[config.mk]
export PLATFORM = sky130hd
export DESIGN_NAME = cfs_supervisor
export DESIGN_NICKNAME = d
export VERILOG_FILES = /design/src/common/cfs_pkg.sv /design/src/design/cfs_pulse_counter.sv /design/src/design/cfs_supervisor.sv
export SDC_FILE = /design/constraint.sdc
export NUM_CORES = 1
export LEC_CHECK = 0
export ABC_AREA = 1
export ABC_CLOCK_PERIOD_IN_PS = 3050
export BUFFER_PORTS_ARGS = -buffer_cell sky130_fd_sc_hd__buf_2
export CORE_UTILIZATION = 68
export CTS_CLUSTER_SIZE = 10
export DETAILED_ROUTE_END_ITERATION = 10
export PLACE_DENSITY = 0.87
export SLEW_MARGIN = 20
export SYNTH_ARGS = -nofsm -noshare
export SYNTH_HDL_FRONTEND = slang
export SYNTH_HIERARCHICAL = 1
export SYNTH_SLANG_ARGS = --single-unit
[constraint.sdc]
create_clock -name clk -period 3.05 [get_ports clk]
set_clock_uncertainty 0.2 [all_clocks]
set_input_delay 0.305 -clock clk [delete_from_list [all_inputs] [get_ports clk]]
set_output_delay 0.305 -clock clk [all_outputs]
set_load 0.05 [all_outputs]
[src/common/cfs_pkg.sv]
// Package for the converter fault supervisor: timing constants, states, carriers.
// Assumes a 100 MHz clock; analog comparators deliver clean synchronous verdicts.
package cfs_pkg;
   localparam int CLK_MHZ            = 100;            // Clock rate in MHz
   localparam int CLK_PERIOD_NS      = 10;             // Clock period in ns
   localparam int PWR_TIME_MS        = 160;            // Over-power fault timer, ms
   localparam int FDR_TIME_MS        = 1500;           // Fault recovery interval, ms
   localparam int GATE_CHECK_US      = 10;             // HV gate settle check delay, us
   localparam int FIRST_SI_US        = 2;              // First pulse limit, silicon, us
   localparam int FIRST_GAN_HI_US    = 2;              // First pulse limit, GaN, big resistor
   localparam int FIRST_GAN_LO_US    = 1;              // First pulse limit, GaN, small resistor
   localparam int FAULT_PULSES       = 3;              // Consecutive pulses to trip
   // Cycle counts derived from the times
   localparam int PWR_CYCLES         = PWR_TIME_MS * 1000 * CLK_MHZ;
   localparam int FDR_CYCLES         = FDR_TIME_MS * 1000 * CLK_MHZ;
   localparam int GATE_CHECK_CYCLES  = GATE_CHECK_US * CLK_MHZ;
   localparam int FIRST_SI_CYCLES    = FIRST_SI_US * CLK_MHZ;
   localparam int FIRST_GAN_HI_CYC   = FIRST_GAN_HI_US * CLK_MHZ;
   localparam int FIRST_GAN_LO_CYC   = FIRST_GAN_LO_US * CLK_MHZ;
   localparam int CNT_W              = 32;             // Width of long timers

   // Supervisor states
   typedef enum logic [2:0] {
      CFS_OFF, CFS_CHECK, CFS_RUN, CFS_UV_CYCLE, CFS_RECOVERY
   } cfs_state_t;

   // Comparator verdicts sampled at the end of each low-side pulse
   typedef struct packed {
      logic over_current;   // Sense above 1.2 V after blanking, before demag end
      logic hv_over_volt;   // HV sense gate at or above 13.8 V
   } cfs_pulse_flags_t;

   // Startup pin checks
   typedef struct packed {
      logic gate_below_12v; // HV sense gate pin below 12 V
      logic mag_pin_fault;  // Magnetizing setting pin open or short
      logic zvd_pin_fault;  // Zero-volt delay setting pin open or short
   } cfs_pin_checks_t;
endpackage : cfs_pkg

[src/design/cfs_pulse_counter.sv]
// Consecutive-pulse fault counter: counts pulses with the condition, clears on a clean one.
// Assumes pulse_end is a one-cycle strobe at the close of each low-side gate pulse.
`timescale 1ns/100ps
module cfs_pulse_counter
   import cfs_pkg::*;
#(
   parameter int LIMIT = FAULT_PULSES        // Pulses needed to trip
) (
   input  wire logic clk,                    // System clock
   input  wire logic nrst,                   // Async reset, active low
   input  wire logic clear,                  // Restart counting (new start)
   input  wire logic pulse_end,              // End of a low-side pulse
   input  wire logic cond,                   // Fault condition in that pulse
   output logic      trip                    // Level: limit reached
);
   // Refuse limits that the four-bit run counter cannot hold
   if (LIMIT < 1 || LIMIT > 15) begin : g_bad_limit
      $error("LIMIT out of range");
   end

   logic [3:0] count;                        // Consecutive faulty pulses

   // Count faulty pulses; a clean pulse resets the run
   always_ff @(posedge clk or negedge nrst) begin
      if (!nrst) begin
         count <= 4'h0;
      end else if (clear) begin
         count <= 4'h0;
      end else if (pulse_end) begin
         if (!cond) begin
            count <= 4'h0;
         end else if (count < 4'(LIMIT)) begin
            count <= count + 4'h1;
         end
      end
   end

   assign trip = (count >= 4'(LIMIT));

   AST_CLEAN_CLEARS: assert property (@(posedge clk) disable iff (!nrst)
      (pulse_end && !cond && !clear) |=> (count == 4'h0))
      else $error("Counter not cleared by clean pulse");
endmodule : cfs_pulse_counter

[src/design/cfs_supervisor.sv]
// Top of the converter fault supervisor: state machine, long timers, pulse checks.
// Assumes comparator verdicts and supply thresholds are clean and synchronous to clk.
//
// Function
// - Peak limit hit starts over-power timer
// - Supply off with short signs: recover immediately
// - Supply off otherwise: plain undervoltage restart
// - Three over-current pulses: stop, disable, recover
// - Recovery: no gate pulses, supply cycling only
// - After recovery, restart at next turn-on
// - Over-temperature starts undervoltage restart cycle
// - Still hot after cycle: repeat it
// - First pulse over limit: recovery (silicon)
// - GaN limit depends on setting resistor
// - Open sense pin: three pulses, recover
// - HV gate quickly below 12V: undervoltage reset
// - Three HV gate overvoltage pulses: undervoltage reset
// - Setting pin open/short: immediate undervoltage reset
// - Over-power for 160 ms: recovery, no switching
// - HV gate overvoltage checked every cycle
`timescale 1ns/100ps
module cfs_supervisor
   import cfs_pkg::*;
#(
   parameter int PWR_CNT = PWR_CYCLES,       // Over-power timer length, cycles
   parameter int FDR_CNT = FDR_CYCLES        // Recovery interval, cycles
) (
   input  wire logic             clk,              // 100 MHz clock
   input  wire logic             nrst,             // Async reset, active low
   input  wire logic             vdd_on,           // Supply at turn-on threshold
   input  wire logic             vdd_off,          // Supply at turn-off threshold
   input  wire logic             gate_req,         // Low-side pulse request from PWM
   input  wire logic             peak_limit,       // Peak current limit reached
   input  wire logic             over_power,       // Sense above over-power threshold
   input  wire logic             vsense_below_0v6, // Voltage sense pin below 0.6 V
   input  wire logic             over_temp,        // Die temperature flag
   input  wire logic             si_mode,          // Select pin high: silicon mode
   input  wire logic             res_high,         // Setting resistor >= threshold
   input  wire cfs_pulse_flags_t pulse_flags,      // Per-pulse comparator verdicts
   input  wire cfs_pin_checks_t  pin_checks,       // Startup pin checks
   output logic                  low_side_gate_pulse, // Gate pulse out
   output logic                  driver_enable,    // Driver enable
   output logic                  uv_cycle_req,     // Request supply undervoltage cycle
   output logic                  recovery_active   // Long recovery in progress
);
   // Recovery must outlast the eight-cycle hold check below
   if (PWR_CNT < 1 || FDR_CNT < 9) begin : g_bad_timers
      $error("Timer counts out of range");
   end

   cfs_state_t       state;                  // Supervisor state
   logic [CNT_W-1:0] timer;                  // Shared long timer
   logic [CNT_W-1:0] pwr_timer;              // Over-power run timer
   logic             pwr_running;            // Over-power timer armed
   logic [15:0]      on_time;                // First pulse on-time
   logic             first_pulse;            // Still on first pulse since start
   logic             gate_d;                 // Last gate value, edge detect
   logic             pulse_end;              // Falling edge of gate
   logic             oc_trip;                // Over-current trip level
   logic             ov_trip;                // HV overvoltage trip level
   logic             start_clear;            // Counters restart on each start
   logic [15:0]      first_limit;            // Selected first-pulse limit

   // Falling gate marks pulse end
   assign pulse_end   = gate_d && !low_side_gate_pulse;
   assign start_clear = (state != CFS_RUN);

   // First-pulse limit choice: one mux, cheaper than separate comparators
   always_comb begin
      if (si_mode) begin
         first_limit = 16'(FIRST_SI_CYCLES);
      end else if (res_high) begin
         first_limit = 16'(FIRST_GAN_HI_CYC);
      end else begin
         first_limit = 16'(FIRST_GAN_LO_CYC);
      end
   end

   // Over-current and open sense pin share the 1.2 V verdict
   cfs_pulse_counter #(.LIMIT(FAULT_PULSES)) u_oc (
      .clk       (clk),
      .nrst      (nrst),
      .clear     (start_clear),
      .pulse_end (pulse_end),
      .cond      (pulse_flags.over_current),
      .trip      (oc_trip)
   );

   // HV gate overvoltage checked every switching cycle
   cfs_pulse_counter #(.LIMIT(FAULT_PULSES)) u_ov (
      .clk       (clk),
      .nrst      (nrst),
      .clear     (start_clear),
      .pulse_end (pulse_end),
      .cond      (pulse_flags.hv_over_volt),
      .trip      (ov_trip)
   );

   // Gate delay for edge detection
   always_ff @(posedge clk or negedge nrst) begin
      if (!nrst) begin
         gate_d <= 1'b0;
      end else begin
         gate_d <= low_side_gate_pulse;
      end
   end

   // First pulse on-time measurement; only the first pulse after start counts
   always_ff @(posedge clk or negedge nrst) begin
      if (!nrst) begin
         on_time     <= 16'h0000;
         first_pulse <= 1'b1;
      end else if (state != CFS_RUN) begin
         on_time     <= 16'h0000;
         first_pulse <= 1'b1;
      end else if (pulse_end) begin
         first_pulse <= 1'b0;
      end else if (first_pulse && low_side_gate_pulse && on_time != 16'hFFFF) begin
         on_time <= on_time + 16'h0001;
      end
   end

   // Over-power timer: runs while sense stays above threshold or peak limit hit
   always_ff @(posedge clk or negedge nrst) begin
      if (!nrst) begin
         pwr_timer   <= '0;
         pwr_running <= 1'b0;
      end else if (state != CFS_RUN) begin
         pwr_timer   <= '0;
         pwr_running <= 1'b0;
      end else if (peak_limit || over_power) begin
         pwr_running <= 1'b1;
         pwr_timer   <= pwr_timer + 1'b1;
      end else begin
         pwr_timer   <= '0;                    // Must be continuous
         pwr_running <= 1'b0;
      end
   end

   // Main sequence; supply-off checks take priority over per-pulse trips
   always_ff @(posedge clk or negedge nrst) begin
      if (!nrst) begin
         state <= CFS_OFF;
         timer <= '0;
      end else begin
         unique case (state)
            CFS_OFF: begin
               if (vdd_on) begin
                  state <= CFS_CHECK;
                  timer <= '0;
               end
            end
            CFS_CHECK: begin
               if (pin_checks.mag_pin_fault || pin_checks.zvd_pin_fault) begin
                  state <= CFS_UV_CYCLE;
               end else if (over_temp) begin
                  state <= CFS_UV_CYCLE;
               end else if (timer >= CNT_W'(GATE_CHECK_CYCLES)) begin
                  if (pin_checks.gate_below_12v) begin
                     state <= CFS_UV_CYCLE;
                  end else begin
                     state <= CFS_RUN;
                  end
               end else begin
                  timer <= timer + 1'b1;
               end
            end
            CFS_RUN: begin
               if (vdd_off) begin
                  if (over_power || vsense_below_0v6) begin
                     state <= CFS_RECOVERY;
                     timer <= '0;
                  end else begin
                     state <= CFS_UV_CYCLE;
                  end
               end else if (oc_trip) begin
                  state <= CFS_RECOVERY;
                  timer <= '0;
               end else if (pwr_timer >= CNT_W'(PWR_CNT)) begin
                  state <= CFS_RECOVERY;
                  timer <= '0;
               end else if (pulse_end && on_time > first_limit && first_pulse) begin
                  state <= CFS_RECOVERY;
                  timer <= '0;
               end else if (ov_trip) begin
                  state <= CFS_UV_CYCLE;
               end else if (over_temp) begin
                  state <= CFS_UV_CYCLE;
               end
            end
            CFS_UV_CYCLE: begin
               if (vdd_off) begin
                  state <= CFS_OFF;            // Wait for next turn-on
               end
            end
            CFS_RECOVERY: begin
               if (timer >= CNT_W'(FDR_CNT - 1)) begin
                  state <= CFS_OFF;
               end else begin
                  timer <= timer + 1'b1;
               end
            end
         endcase
      end
   end

   // Outputs from flops; gate only passes in run state
   always_ff @(posedge clk or negedge nrst) begin
      if (!nrst) begin
         low_side_gate_pulse <= 1'b0;
         driver_enable       <= 1'b0;
         uv_cycle_req        <= 1'b0;
         recovery_active     <= 1'b0;
      end else begin
         low_side_gate_pulse <= (state == CFS_RUN) && gate_req;
         driver_enable       <= (state == CFS_RUN);
         uv_cycle_req        <= (state == CFS_UV_CYCLE) || (state == CFS_RECOVERY);
         recovery_active     <= (state == CFS_RECOVERY);
      end
   end

   AST_NO_GATE_IN_RECOVERY: assert property (@(posedge clk) disable iff (!nrst)
      (state == CFS_RECOVERY) |=> !low_side_gate_pulse)
      else $error("Gate pulse during recovery");
   AST_OC_TO_RECOVERY: assert property (@(posedge clk) disable iff (!nrst)
      (state == CFS_RUN && oc_trip && !vdd_off) |=> state == CFS_RECOVERY)
      else $error("Over-current did not start recovery");
   AST_DRV_LOW_AFTER_OC: assert property (@(posedge clk) disable iff (!nrst)
      (state == CFS_RUN && oc_trip && !vdd_off) |=> ##1 !driver_enable)
      else $error("Driver enable not dropped");
   AST_SHORT_AT_OFF: assert property (@(posedge clk) disable iff (!nrst)
      (state == CFS_RUN && vdd_off && (over_power || vsense_below_0v6))
      |=> state == CFS_RECOVERY)
      else $error("Short at supply off not recovered");
   AST_PLAIN_OFF: assert property (@(posedge clk) disable iff (!nrst)
      (state == CFS_RUN && vdd_off && !over_power && !vsense_below_0v6)
      |=> state == CFS_UV_CYCLE)
      else $error("Plain supply off not a UV cycle");
   AST_PIN_FAULT: assert property (@(posedge clk) disable iff (!nrst)
      (state == CFS_CHECK && (pin_checks.mag_pin_fault || pin_checks.zvd_pin_fault))
      |=> state == CFS_UV_CYCLE)
      else $error("Setting pin fault not reset");
   AST_HOT_RUN: assert property (@(posedge clk) disable iff (!nrst)
      (state == CFS_RUN && over_temp && !vdd_off && !oc_trip && !ov_trip
       && pwr_timer < CNT_W'(PWR_CNT) && !pulse_end) |=> state == CFS_UV_CYCLE)
      else $error("Over-temperature ignored");
   AST_RECOVERY_HOLDS: assert property (@(posedge clk) disable iff (!nrst)
      $rose(recovery_active) |=> recovery_active [*8])
      else $error("Recovery ended too soon");
   AST_PWR_ARMS: assert property (@(posedge clk) disable iff (!nrst)
      (state == CFS_RUN && peak_limit) |=> (pwr_running || state != CFS_RUN))
      else $error("Over-power timer not armed");

   COV_RECOVERY: cover property (@(posedge clk) disable iff (!nrst)
      state == CFS_RUN ##1 state == CFS_RECOVERY);
   COV_UV: cover property (@(posedge clk) disable iff (!nrst)
      state == CFS_RUN ##1 state == CFS_UV_CYCLE);
   COV_RESTART: cover property (@(posedge clk) disable iff (!nrst)
      state == CFS_RECOVERY ##1 state == CFS_OFF);
endmodule : cfs_supervisor

# [Word-level counts from Yosys, hierarchy flattened]
# Cells that the tools add are included.
[op_classes] n_addsub=5 n_mul=0 div_mod_pow=0 n_lt_le_gt_ge=8 eq_ne=20 shifts=0 mux=43 n_bitwise=0 n_reduce_logical=20
[op_table] op="32-bit two-way mux" count=12
[op_table] op="32-bit case mux with 4 select lines" count=1
[op_table] op="32-bit by 1-bit adder with 32-bit output, second input constant" count=2
[op_table] op="16-bit two-way mux" count=4
[op_table] op="3-bit two-way mux" count=13
[op_table] op="32-bit by 10-bit greater-or-equal comparator with 1-bit output, second input constant" count=1
[op_table] op="32-bit by 24-bit greater-or-equal comparator with 1-bit output, second input constant" count=1
[op_table] op="32-bit by 28-bit greater-or-equal comparator with 1-bit output, second input constant" count=1
[op_table] op="4-bit two-way mux" count=8
[op_table] op="16-bit by 1-bit adder with 16-bit output, second input constant" count=1
[op_table] op="16-bit greater-than comparator" count=1
[op_table] op="16-bit inequality test, second input constant" count=1
[op_table] op="3-bit case mux with 5 select lines" count=1
[op_table] op="2-bit inequality test, second input constant" count=7
[op_table] op="4-bit by 1-bit adder with 4-bit output, second input constant" count=2
[op_table] op="4-bit by 2-bit greater-or-equal comparator with 1-bit output, second input constant" count=2
[op_table] op="4-bit by 2-bit < comparator with 1-bit output, second input constant" count=2
[op_table] op="8-bit two-way mux" count=1
[op_table] op="8-bit AND reduction" count=1
[op_table] op="7-bit inequality test, second input constant" count=1
[op_table] op="3-bit by 2-bit equality test with 1-bit output, second input constant" count=2
[op_table] op="1-bit logical AND" count=6
[op_table] op="3-bit by 1-bit inequality test with 1-bit output, second input constant" count=2
[op_table] op="2-bit AND reduction" count=3
[op_table] op="14 further kinds" count=20
[totals] reg_bits=97 latchBits=0 mem_bits_rw=0 romBits=0 in_bits=16 out_inout_bits=4 word_cells=108 mem_count=0

# [Logic depth before layout (Yosys ltp)]
# Gate-level depths: netlist of the first run.
[depth] ltp_word=10 mapped_depth=14 ltp_nobuf=13

# [By module]
# The synthesis of the first run kept the hierarchy.
[modules_own_cells] module="cfs_supervisor" n_inst=1 cells_per_inst=926 area_each_um2=6054.6 seq_area_each_um2=2228.4
[modules_own_cells] module="cfs_pulse_counter" n_inst=2 cells_per_inst=26 area_each_um2=221.5 seq_area_each_um2=100.1

# [Worst setup path after synthesis of the first run]
# Ideal clock, no wire load.
[synth_path] path_type="input-to-reg" startpoint="input port si_mode" endpoint="register timer[13]" setup_ps=117 t_arrival_ps=1779 t_required_ps=2733 setup_slack_ps=954 path_stages=14 n_path_buf=2 path_cell_list="nor2_1 inv_1 ha_1 nand2_1 nor2_1 nand2_1 nand3_1 nand3_1 nand3_1 nand3_2 buf_6 buf_6 nand2_1 nand2_1"
[synth_between] elab_chain_cells=6
[synth_lines] element="start: declaration" line="cfs_supervisor.sv:37" text="input wire logic si_mode,"
[synth_lines] element="16-bit two-way mux" line="cfs_supervisor.sv:70" text="if (si_mode) begin"
[synth_lines] element="16-bit greater-than comparator" line="cfs_supervisor.sv:182" text="end else if (pulse_end && on_time > first_limit && first_pulse) begin"
[synth_lines] element="1-bit logical AND (2 in a row)" line="cfs_supervisor.sv:182"
[synth_lines] element="5-bit inequality test (no source line)"
[synth_lines] element="8-bit AND reduction (no source line)"
[synth_lines] element="end signal: assignment" line="cfs_supervisor.sv:165" text="timer <= timer + 1'b1;"
[synth_lines] element="end signal: assignment" line="cfs_supervisor.sv:200" text="timer <= timer + 1'b1;"
[synth_lines] element="end: declaration" line="cfs_supervisor.sv:52" text="logic [CNT_W-1:0] timer;"
# No other way between the ends.
# A chain may end at the register's enable or synchronous reset.

# [Worst setup path in the final report of the first run]
[layout_path] startpoint="register timer[0]" endpoint="register timer[28]"
[layout_between] elab_chain_cells=5 word_cells_on_any_way=11 cone_classes="add/sub (1); order compare (2); eq/ne (2); mux (5); reduce/logical (1)"
[layout_lines] element="32-bit by 1-bit adder with 32-bit output" line="cfs_supervisor.sv:165, cfs_supervisor.sv:200"
[layout_lines] element="32-bit two-way mux" line="cfs_supervisor.sv:158" text="end else if (timer >= CNT_W'(GATE_CHECK_CYCLES)) begin"
[layout_lines] element="32-bit two-way mux" line="cfs_supervisor.sv:156" text="end else if (over_temp) begin"
[layout_lines] element="32-bit two-way mux" line="cfs_supervisor.sv:154" text="if (pin_checks.mag_pin_fault || pin_checks.zvd_pin_fault) begin"
[layout_lines] element="32-bit case mux with 4 select lines" line="cfs_supervisor.sv:146" text="unique case (state)"
# Parallel ways exist; a longest one is shown, timed or not. The select of a mux whose other input is x is not followed.

==> results of run 1 <==
## sequential cells by signal, indices dropped and copies added (netlist names)
register	count
gate_d	1
driver_enable	1
state	3
first_pulse	1
low_side_gate_pulse	1
recovery_active	1
pwr_timer	32
u_ov/count	4
u_oc/count	4
timer	32
uv_cycle_req	1
on_time	16
## cells in the mapped netlist, types with 2 or more instances
| library cell | number |
|---|---|
| nand2_1 | 289 |
| nand2_4 | 4 |
| buf_2 | 6 |
| buf_6 | 6 |
| buf_4 | 2 |
| and3_1 | 3 |
| a211oi_1 | 2 |
| nor3b_1 | 5 |
| or2_4 | 2 |
| inv_1 | 104 |
| a31oi_1 | 3 |
| xor2_1 | 13 |
| o21bai_1 | 4 |
| a21oi_1 | 25 |
| ha_1 | 12 |
| nor2_2 | 3 |
| o21ai_0 | 29 |
| nor3_2 | 2 |
| nand2_2 | 2 |
| nand3_1 | 65 |
| clkbuf_1 | 7 |
| nand3_2 | 3 |
| a21boi_2 | 2 |
| nand3b_1 | 2 |
| or2_2 | 5 |
| o21ai_1 | 3 |
| dfrtp_1 | 96 |
| nor2_1 | 180 |
| nor3_1 | 33 |
| inv_2 | 9 |
| nor2_4 | 4 |
| nand4_1 | 46 |
## logic make-up after synthesis
| kind of cell | after synthesis |
|---|---|
| compound gates | 71 |
| xor+xnor | 13 |
| flops | 97 |
| buf+inv | 135 |
| fa+ha+maj | 12 |
| simple gates | 650 |
## where the power goes
part | internal, mW | switching [mW]
clock | 0.555 | 0.499
sequential | 1.35 | 0.0680
combinational | 0.295 | 0.876
## through the flow
stage               cells  util, %
finish               1132    75.45
global route         1132    75.45
CTS                  1132    75.45
detailed placement   1114    72.53
global placement     1114    72.53
floorplan             978        -
## worst max-delay path: cells and delay by family, from the launching register on
family	cells	cell delay (ps)
flip-flops	1	530
adder cells (fa/ha/maj)	1	290
buffers and inverters	3	540
AND/OR/NAND/NOR	8	770
## final timing paths
kind	slack [ps]	depth (start not counted)	endpoint	start
worst min-delay path	80	5	u_ov/count[1]$_DFFE_PN0P_	pulse_flags[0]
worst max-delay path	640	12	timer[28]$_DFFE_PN0P_	timer[0]$_DFFE_PN0P_
worst max register to register	640	12	timer[28]$_DFFE_PN0P_	timer[0]$_DFFE_PN0P_
max in group asynchronous	1610	3	first_pulse$_DFFE_PN1P_	nrst
worst min register to register	250	0	gate_d$_DFF_PN0_	low_side_gate_pulse$_DFF_PN0_
min in group asynchronous	290	2	timer[17]$_DFFE_PN0P_	nrst
## layout make-up
type	instances	area, um2	area share (%)
Tap cell	129	161.4	2.315
Multi-Input combinational cell	746	3502	50.23
Inverter	113	424.2	6.084
Clock buffer	9	123.9	1.777
Timing Repair Buffer	31	205.2	2.943
Clock inverter	7	126.4	1.813
Sequential cell	97	2429	34.83
## metal layers
metal	vias up	part of all wire (%)	routed length (um)	GRT usage, %
met2	225	45	6911	50.98
met5	-	0	0	0
met1	2755	45	6935	46.31
met4	0	2.9	453	10.97
li1	3162	-	-	-
met3	45	7.3	1128	6.746
## timing repair
action | CTS | global route
gates resized for setup | 0 | 0
hold endpoints to repair | 47 | 0
hold buffers | 2 | 0
endpoints found under the setup margin | 0 | 0
==> metrics.md, run 1 <==
| Metric | Value |
|---|---|
| First-pass GRT wire length | `26.07 mm` |
| Total Routing Usage GR | `between 30% and 40%` |
| Routed WL | `around 15 mm` |
| F_max | `between 0.4 and 0.5 GHz` |
| Crit Path Category | `flip-flop to flip-flop` |
| Ys async rst share | `100.0%` |
| Initial Utilization | `a little over two thirds` |
| Slowest-stage cell, CP | `dfrtp_1` |
| Crit path DAT | `2500 ps` |
| Buffers on Ports | `19` |
| Maximum vdd drop | `0.5555 mV` |
| Syn Area/Cell | `6.644 um2` |
| Static Leak | `roughly 3.3 nW` |
| Initial antenna violation count | `0` |
| N_diodes | `0` |
| Commonest non-fill, non-tap cell in the layout | `nand2_1` |
| Wire per inst | `13.63 um` |
| Post-CTS Setup Bufs | `0` |
| # IOs | `20` |
| Post-synthesis mux area share | `0%` |
| Netlist Area Pre-Place | `6497 um2` |
| Final setup TNS | `0 ps` |
| Post-synth EDFFs | `0` |
| Pre-CTS setup slack | `578.6 ps` |
| Cell taking the most area after synthesis | `dfrtp_1` |
| Synth unique cells | `39` |
| Number of global-route vias before repair | `around 5600` |
| TritonCTS Sinks | `97` |
| Slew headroom | `59.89%` |
| Adder-cell share of the synthesized area | `2.311%` |
| DIE AREA | `9950 um2` |
| Top_reg_cell synth | `dfrtp_1` |
| Setup violators final | `0` |
| Final ANT Viol Nets | `0` |
| Critical Path RT | `~3200 ps` |
| Max H-tree Level | `3` |
| Slew Viols, Final | `0` |
| Largest family of logic cells by synthesized area | `simple AND/OR/NAND/NOR gates` |
| Vias | `6187` |
| Pwr dens | `522.5 nW/um2` |
| Pin count of the biggest net entering global routing | `52` |
| Worst Path Max Fanout | `29` |
| Worst skew pair latency | `370 ps` |
| Outcome | `complete, no violations` |
| Pwr Total | `3.643 mW` |
| CTS tree | `done` |
| Worst setup SP type | `flip-flop` |
| Clock period minus worst slack | `2405 ps` |
| Synth Area in XOR/XNOR | `1.752%` |
| Drt drc | `0` |
| Least-Margin Pin Slew | `about 600 ps` |
| Share of cells above drive strength 1 | `8.175%` |
| Largest stage delay, worst path | `around 530 ps` |
| CTS Buf Count | `9` |
| Syn. warnings | `6` |
| Nets | `1026` |
| WHS | `roughly 76 ps` |
| Root buffer cell | `clkbuf_8` |
| Clock Tree Buf Depth | `2` |
| Post-DP HPWL | `10.99 mm` |
| Most frequent cells in the layout | `nand2_1 (289), nor2_1 (180), inv_1 (104)` |
| Top-area cell type share of the netlist area | `36.97%` |
| Cell Area, Placed | `between 6000 and 7000 um2` |
| Area Overhead vs Synth | `7.298%` |
| Hold Crit Class | `primary input to flip-flop` |
| Floorplan row count | `35` |
| Chip Width | `99.75 um` |
| CP most frequent cell | `nand2_1` |
| Number of synthesized register bits | `97` |
| Fraction of the mapped netlist area in simple logic gates | `43.77%` |
| RSZ-0062 raised after global routing | `false` |
| Complex-gate fraction of the synthesized area | `6.066%` |
| Crit end category | `flip-flop` |
| Max Cap Violations | `0` |
| Core ar. | `9240 um2` |
| Reg clk slew, reported paths | `100 ps` |
| Vias per cell | `5.466` |
| Post-route cell area | `6972 um2` |
| GRT overflow | `0` |
| Number of fill cells in the layout | `756` |
| Post-route clock period utilization | `78.85%` |
| DR iter-0 viols | `448` |
| GP Congestion | `~0.94` |
| Syn_nets | `1006` |
| Final WS setup | `645.0 ps` |
| Seq/Total Area, Yosys | `37.38%` |
| DR pass1 iterations | `5` |
| Final hold violations | `0` |
| Die H | `99.75 um` |
| Crit-path cells | `ha_1 > inv_1 > nor2_4 > nand4_1 > nand2_1 > nand2_1 > nand2_1 > nand2_1 > nand3_2 > buf_4 > inv_1 > nor2_1` |
| Gate Count Post-Synth | `978` |
| Largest cells by area after synthesis | `dfrtp_1 (37%), nand2_1 (17%), nor2_1 (10%), inv_1 (6.0%), nand3_1 (5.0%)` |
Note: power is estimated with default switching activity, not from simulation.
==> run 2: changes to the inputs <==
--- a/config.mk
+++ b/config.mk
@@ -5,13 +5,13 @@
 export SDC_FILE = /design/constraint.sdc
 export NUM_CORES = 1
 export LEC_CHECK = 0
-export ABC_AREA = 1
-export ABC_CLOCK_PERIOD_IN_PS = 3050
+export ABC_AREA = 0
+export ABC_CLOCK_PERIOD_IN_PS = 2200
 export BUFFER_PORTS_ARGS = -buffer_cell sky130_fd_sc_hd__buf_2
-export CORE_UTILIZATION = 68
+export CORE_UTILIZATION = 56
 export CTS_CLUSTER_SIZE = 10
 export DETAILED_ROUTE_END_ITERATION = 10
-export PLACE_DENSITY = 0.87
+export PLACE_DENSITY = 0.77
 export SLEW_MARGIN = 20
 export SYNTH_ARGS = -nofsm -noshare
 export SYNTH_HDL_FRONTEND = slang
==> constraint.sdc (replaced) <==
create_clock -name clk -period 2.2 [get_ports clk]
set_clock_uncertainty 0.2 [all_clocks]
set_input_delay 0.22 -clock clk [delete_from_list [all_inputs] [get_ports clk]]
set_output_delay 0.22 -clock clk [all_outputs]
set_load 0.05 [all_outputs]
==> metrics.md, run 2 <==
| Metric | Value |
|---|---|
| WHS | `99.91 ps` |
| Area Overhead vs Synth | `31.74%` |
| Cell Area, Placed | `6326 um2` |
| DR iter-0 viols | `322` |
| Gate Count Post-Synth | `around 570` |
| Wire per inst | `16.39 um` |
| Initial Utilization | `between 50% and 60%` |
| Most frequent cells in the layout | `buf_4 (129), dfrtp_1 (96), nor2_1 (77)` |
| Hold Crit Class | `primary input to asynchronous set/reset pin` |
| Pin count of the biggest net entering global routing | `44` |
| Max H-tree Level | `3` |
| Cell Int Power | `3.076 mW` |
| Crit end category | `flip-flop` |
| Post-synth EDFFs | `0` |
| Power share of the sequential group | `between 40 and 50%` |
| Worst setup SP type | `flip-flop` |
| N_diodes | `0` |
| Syn. warnings | `6` |
| Clock power frac | `~26%` |
| Top_reg_cell synth | `dfrtp_1` |
| CP most frequent cell | `or4_4` |
| Total Routing Usage GR | `27.95%` |
| GP Congestion | `0.9231` |
| Die H | `98.33 um` |
| CTS Buf Count | `9` |
| Syn Area/Cell | `9.100 um2` |
| Netlist Area Pre-Place | `5196 um2` |
| Gate power share | `around a third` |
| Vias per cell | `between 5 and 6` |
| Maximum vdd drop | `0.4817 mV` |
| Post-DP HPWL | `8.984 mm` |
| Pwr dens | `710.7 nW/um2` |
| Number of fill cells in the layout | `582` |
| Max Cap Violations | `0` |
| DR pass1 iterations | `7` |
| Top-count cell post-synth | `dfrtp_1` |
| Buffers on Ports | `19` |
| Seq/Total Area, Yosys | `a little under half` |
| Number of global-route vias before repair | `4788` |
| Finished Core Util | `77.36%` |
| Outcome | `finished, violations left` |
| Clock period minus worst slack | `between 2000 and 3000 ps` |
| Largest cells by area after synthesis | `dfrtp_1 (46%), nor2_1 (5.6%), xor2_1 (4.4%), o21ai_0 (3.9%), nand3_1 (3.8%)` |
| RSZ-0062 raised after global routing | `true` |
| Initial antenna violation count | `0` |
| Biggest registers after layout | `pwr_timer (32), timer (32), on_time (16)` |
| Final ANT Viol Nets | `0` |
| Top-area cell type share of the netlist area | `46.23%` |
| Routed WL | `between 10 and 15 mm` |
| Share of cells above drive strength 1 | `between 30% and 40%` |
| Slowest-stage cell, CP | `or4_4` |
| Post-route cell area | `about 7000 um2` |
| Drt drc | `0` |
| Least-Margin Pin Slew | `505.4 ps` |
| Post-route clock period utilization | `136.3%` |
| TritonCTS Sinks | `97` |
| Number of synthesized register bits | `97` |
| Worst Path Max Fanout | `3` |
| Crit-path cells | `or4_4 > or4_4 > nor2_2 > o221ai_1 > a221o_1 > or4_4 > a211oi_2` |
| CTS tree | `done` |
| Switching Share | `36.76%` |
| Worst Path Buf+Inv | `0` |
| GRT overflow | `0` |
| Flop2flop setup slack | `-800 ps` |
| Commonest cells in the netlist | `dfrtp_1 (96), nor2_1 (78), o21ai_0 (40)` |
| # IOs | `20` |
| Chip Width | `98.33 um` |
| Root buffer cell | `clkbuf_8` |
| DIE AREA | `9668 um2` |
| Nets | `745` |
| Clock Tree Buf Depth | `2` |
| Worst skew pair latency | `approximately 370 ps` |
| Critical Path RT | `2290 ps` |
| Ys async rst share | `100.0%` |
| Synth unique cells | `49` |
| Cell taking the most area after synthesis | `dfrtp_1` |
| Slew headroom | `66.05%` |
| Slew Viols, Final | `0` |
| CP top delay family | `simple AND/OR/NAND/NOR gates` |
| Violated checks | `setup timing` |
| Setup violators final | `36` |
| Reg clk slew, reported paths | `110 ps` |
| Syn_nets | `around 600` |
| Vias | `just under 5000` |
| Crit Path Category | `flip-flop to flip-flop` |
| Largest stage delay, worst path | `540 ps` |
| Final WS setup | `-799.1 ps` |
| First-pass GRT wire length | `roughly 22 mm` |
| Crit path DAT | `around 3000 ps` |
| Commonest non-fill, non-tap cell in the layout | `buf_4` |
| Static Leak | `3.084 nW` |
| Floorplan row count | `34` |
| Sw Pwr | `1.788 mW` |
| Final hold violations | `0` |
| F_max | `0.3334 GHz` |
| Core ar. | `8848 um2` |
-- run 2: cell type report --
type	instances	area, um2	area share [%]
multi-input combinational	425	2794	40.82
sequential	97	2429	35.48
timing repair buffer	156	1172	17.13
tap	108	135.1	1.974
clock buffer	9	123.9	1.810
inverter	28	105.1	1.535
clock inverter	7	86.33	1.261
-- run 2: worst reg2reg max path, stage by stage, from the launching register on --
cell      delay [ps]
dfrtp_1          390
or4_4            540
or4_4            480
nor2_2           170
o221ai_1         160
a221o_1          330
or4_4            440
a211oi_2         220
-- run 2: worst paths after layout --
check / startpoint / endpoint / cells after the start
worst max register to register: timer[29]$_DFFE_PN0P_ / timer[30]$_DFFE_PN0P_ / 7
min in group clk: vdd_off / state[2]$_DFFE_PN0P_ / 5
worst max-delay path: timer[29]$_DFFE_PN0P_ / timer[30]$_DFFE_PN0P_ / 7
worst min-delay path: nrst / pwr_timer[30]$_DFF_PN0_ / 2
max in group asynchronous: nrst / timer[24]$_DFFE_PN0P_ / 3
worst min register to register: timer[6]$_DFFE_PN0P_ / timer[6]$_DFFE_PN0P_ / 1
-- run 2: kinds of logic after synthesis --
kind of cell	synth area share, %
DFF	46.74
AOI/OAI and AO/OA	15.12
buffers and inverters	3.540
and+or+nand+nor	25.14
adders and majority gates	2.889
xor gates and xnor gates	6.574
-- run 2: per-stage QoR --
| step | total power, mW | instances | TNS [ps] | setup slack (ps) |
|---|---|---|---|---|
| 4_1_cts | 4.761 | 823 | -18870 | -735.5 |
| 6_report | 4.865 | 830 | -21120 | -799.1 |
| 3_3_place_gp | 3.422 | 802 | -19810 | -720.4 |
| 5_1_grt | 5.119 | 830 | -25090 | -903.8 |
| 3_5_place_dp | 3.480 | 802 | -23440 | -808.9 |
| 2_1_floorplan | 2.889 | 571 | -17060 | -711.0 |
-- run 2: power groups by stage --
stage	clock network (mW)	logic, mW	registers [mW]
finish	1.24	1.67	1.95
global route	1.33	1.83	1.96
CTS	1.25	1.57	1.95
detailed placement	0	1.50	1.98
global placement	0	1.45	1.98
floorplan	0	0.842	2.05
-- run 2: timing repair --
| action | CTS | global route |
|---|---|---|
| hold buffers | 4 | 0 |
| setup endpoints to repair | 35 | 47 |
| pin swaps | 4 | 12 |
| gates resized for setup | 24 | 42 |
| buffers inserted | 1 | 8 |
| endpoints found under the hold margin | 74 | 0 |
| gates cloned | 0 | 0 |
-- run 2: per-layer routing --
layer  routed length, um  track usage (%)
met1                5867            36.27
met5                   0                0
met4                 344            8.726
met3                 622            5.297
met2                6767            47.56
==> run 3: changes to the inputs <==
--- a/config.mk
+++ b/config.mk
@@ -11,7 +11,7 @@
 export CORE_UTILIZATION = 56
 export CTS_CLUSTER_SIZE = 10
 export DETAILED_ROUTE_END_ITERATION = 10
-export PLACE_DENSITY = 0.77
+export PLACE_DENSITY_LB_ADDON = 0.15
 export SLEW_MARGIN = 20
 export SYNTH_ARGS = -nofsm -noshare
 export SYNTH_HDL_FRONTEND = slang
==> metrics.md, run 3 (synthesis results as in run 2) <==
| Metric | Value |
|---|---|
| Outcome | `finished, violations left` |
| Violated checks | `setup timing` |
| DIE AREA | `9668 um2` |
| Crit path DAT | `3050 ps` |
| Most frequent cells in the layout | `buf_4 (121), dfrtp_1 (96), nor2_1 (74)` |
| Maximum vdd drop | `0.4484 mV` |
| Die H | `about 98 um` |
| Vias per cell | `5.910` |
| CTS Buf Count | `9` |
| Crit Path Category | `flip-flop to flip-flop` |
| Cell Area, Placed | `6279 um2` |
| Total Routing Usage GR | `28.00%` |
| Worst skew pair latency | `390 ps` |
| Initial Utilization | `58.72%` |
| Flop2flop setup slack | `-750 ps` |
| GP Congestion | `approximately 0.82` |
| Clock Tree Buf Depth | `2` |
| RSZ-0062 raised after global routing | `true` |
| CTS tree | `done` |
| Top Usage Layer GRT | `met2` |
| Post-route clock period utilization | `134.2%` |
| Finished Core Util | `about four fifths` |
| Final ANT Viol Nets | `0` |
| Post-route cell area | `6944 um2` |
| DR pass1 iterations | `4` |
| Max H-tree Level | `3` |
| GRT met1 Usage | `37.36%` |
| Root buffer cell | `clkbuf_8` |
| Wire per inst | `15.99 um` |
| Pwr dens | `approximately 730 nW/um2` |
| Drt drc | `0` |
| Final WS setup | `-751.7 ps` |
| Pin count of the biggest net entering global routing | `41` |
| Crit end category | `flip-flop` |
| Slew headroom | `46.35%` |
| Number of global-route vias before repair | `about 4800` |
| Initial antenna violation count | `0` |
| Fin cells | `between 800 and 900` |
| Placed cells | `794` |
| Chip Width | `98.33 um` |
| Slew Viols, Final | `0` |
| Post-DP HPWL | `8.928 mm` |
| Commonest non-fill, non-tap cell in the layout | `buf_4` |
| Global-route met2 utilization | `46.80%` |
| Least-Margin Pin Slew | `804.6 ps` |
| DR iter-0 viols | `between 150 and 200` |
| Buffers on Ports | `19` |
| Worst Path Max Fanout | `3` |
| Area Overhead vs Synth | `33.64%` |
| Floorplan row count | `34` |
| Static Leak | `3.120 nW` |
| Hold Crit Class | `primary input to asynchronous set/reset pin` |
| Biggest registers after layout | `pwr_timer (32), timer (32), on_time (16)` |
| Critical Path RT | `2290 ps` |
| Clock period minus worst slack | `2952 ps` |
| First-pass GRT wire length | `21.79 mm` |
| # IOs | `20` |
| Worst setup SP type | `flip-flop` |
| Core ar. | `8848 um2` |
| F_max | `~0.34 GHz` |
| Max Cap Violations | `0` |
| GRT overflow | `0` |
| Met3 GRT Util | `3.794%` |
| N_diodes | `0` |
| WHS | `30.86 ps` |
| Final hold violations | `0` |
| Share of cells above drive strength 1 | `33.29%` |
| TritonCTS Sinks | `97` |
| Setup violators final | `40` |
| Vias | `4882` |
| Number of fill cells in the layout | `~560` |
| Nets | `741` |
| Pwr Total | `5.038 mW` |
| Reg clk slew, reported paths | `120 ps` |
| Routed WL | `13.21 mm` |
run 3: what timing repair did:
item | CTS | global route
buffers inserted | 3 | 9
pin swaps | 6 | 15
endpoints found under the hold margin | 102 | 0
hold buffers | 5 | 0
resized for setup | 61 | 44
endpoints found under the setup margin | 35 | 47
run 3: path summary, 6_finish.rpt:
check | startpoint | endpoint | cells after the start
min | nrst | pwr_timer[10]$_DFF_PN0_ | 2
min reg2reg | low_side_gate_pulse$_DFF_PN0_ | gate_d$_DFF_PN0_ | 1
max in group asynchronous | nrst | timer[23]$_DFFE_PN0P_ | 3
max | timer[28]$_DFFE_PN0P_ | timer[30]$_DFFE_PN0P_ | 7
min in group clk | pin_checks[2] | state[0]$_DFFE_PN0P_ | 4
max reg2reg | timer[28]$_DFFE_PN0P_ | timer[30]$_DFFE_PN0P_ | 7
run 3: report_power, final:
group	switching, mW	total [mW]	internal, mW
clock	0.733	1.19	0.454
combinational	1.13	1.90	0.773
sequential	0.0703	1.95	1.88
run 3: cell type report:
type	instances	area, um2	share of cell area [%]
flip-flops and latches	97	2429	34.97
multi-input cells	425	2893	41.66
repair buffers	152	1177	16.95
clock inverters	7	81.33	1.171
clock buffers	9	123.9	1.784
well taps	108	135.1	1.946
inverters	28	105.1	1.514
run 3: stage by stage:
step | setup TNS, ps | setup WS [ps]
2_1_floorplan | -17060 | -711.0
3_3_place_gp | -20310 | -737.9
3_5_place_dp | -23010 | -804.3
4_1_cts | -21080 | -747.1
5_1_grt | -25510 | -840.3
6_report | -21700 | -751.7
run 3: layer usage:
metal  vias up  routed length (um)
met3        37                 641
met4         0                 341
met1      2369                5778
met2       147                6445
met5         -                   0
li1       2329                   -
run 3: critical path: stages (launching register included):
cell and delay (ps):
dfrtp_1 410, or4_4 520, or4_4 470, a211oi_2 180, nor2_1 70, a221o_1 360
or4_4 440, a211oi_2 220
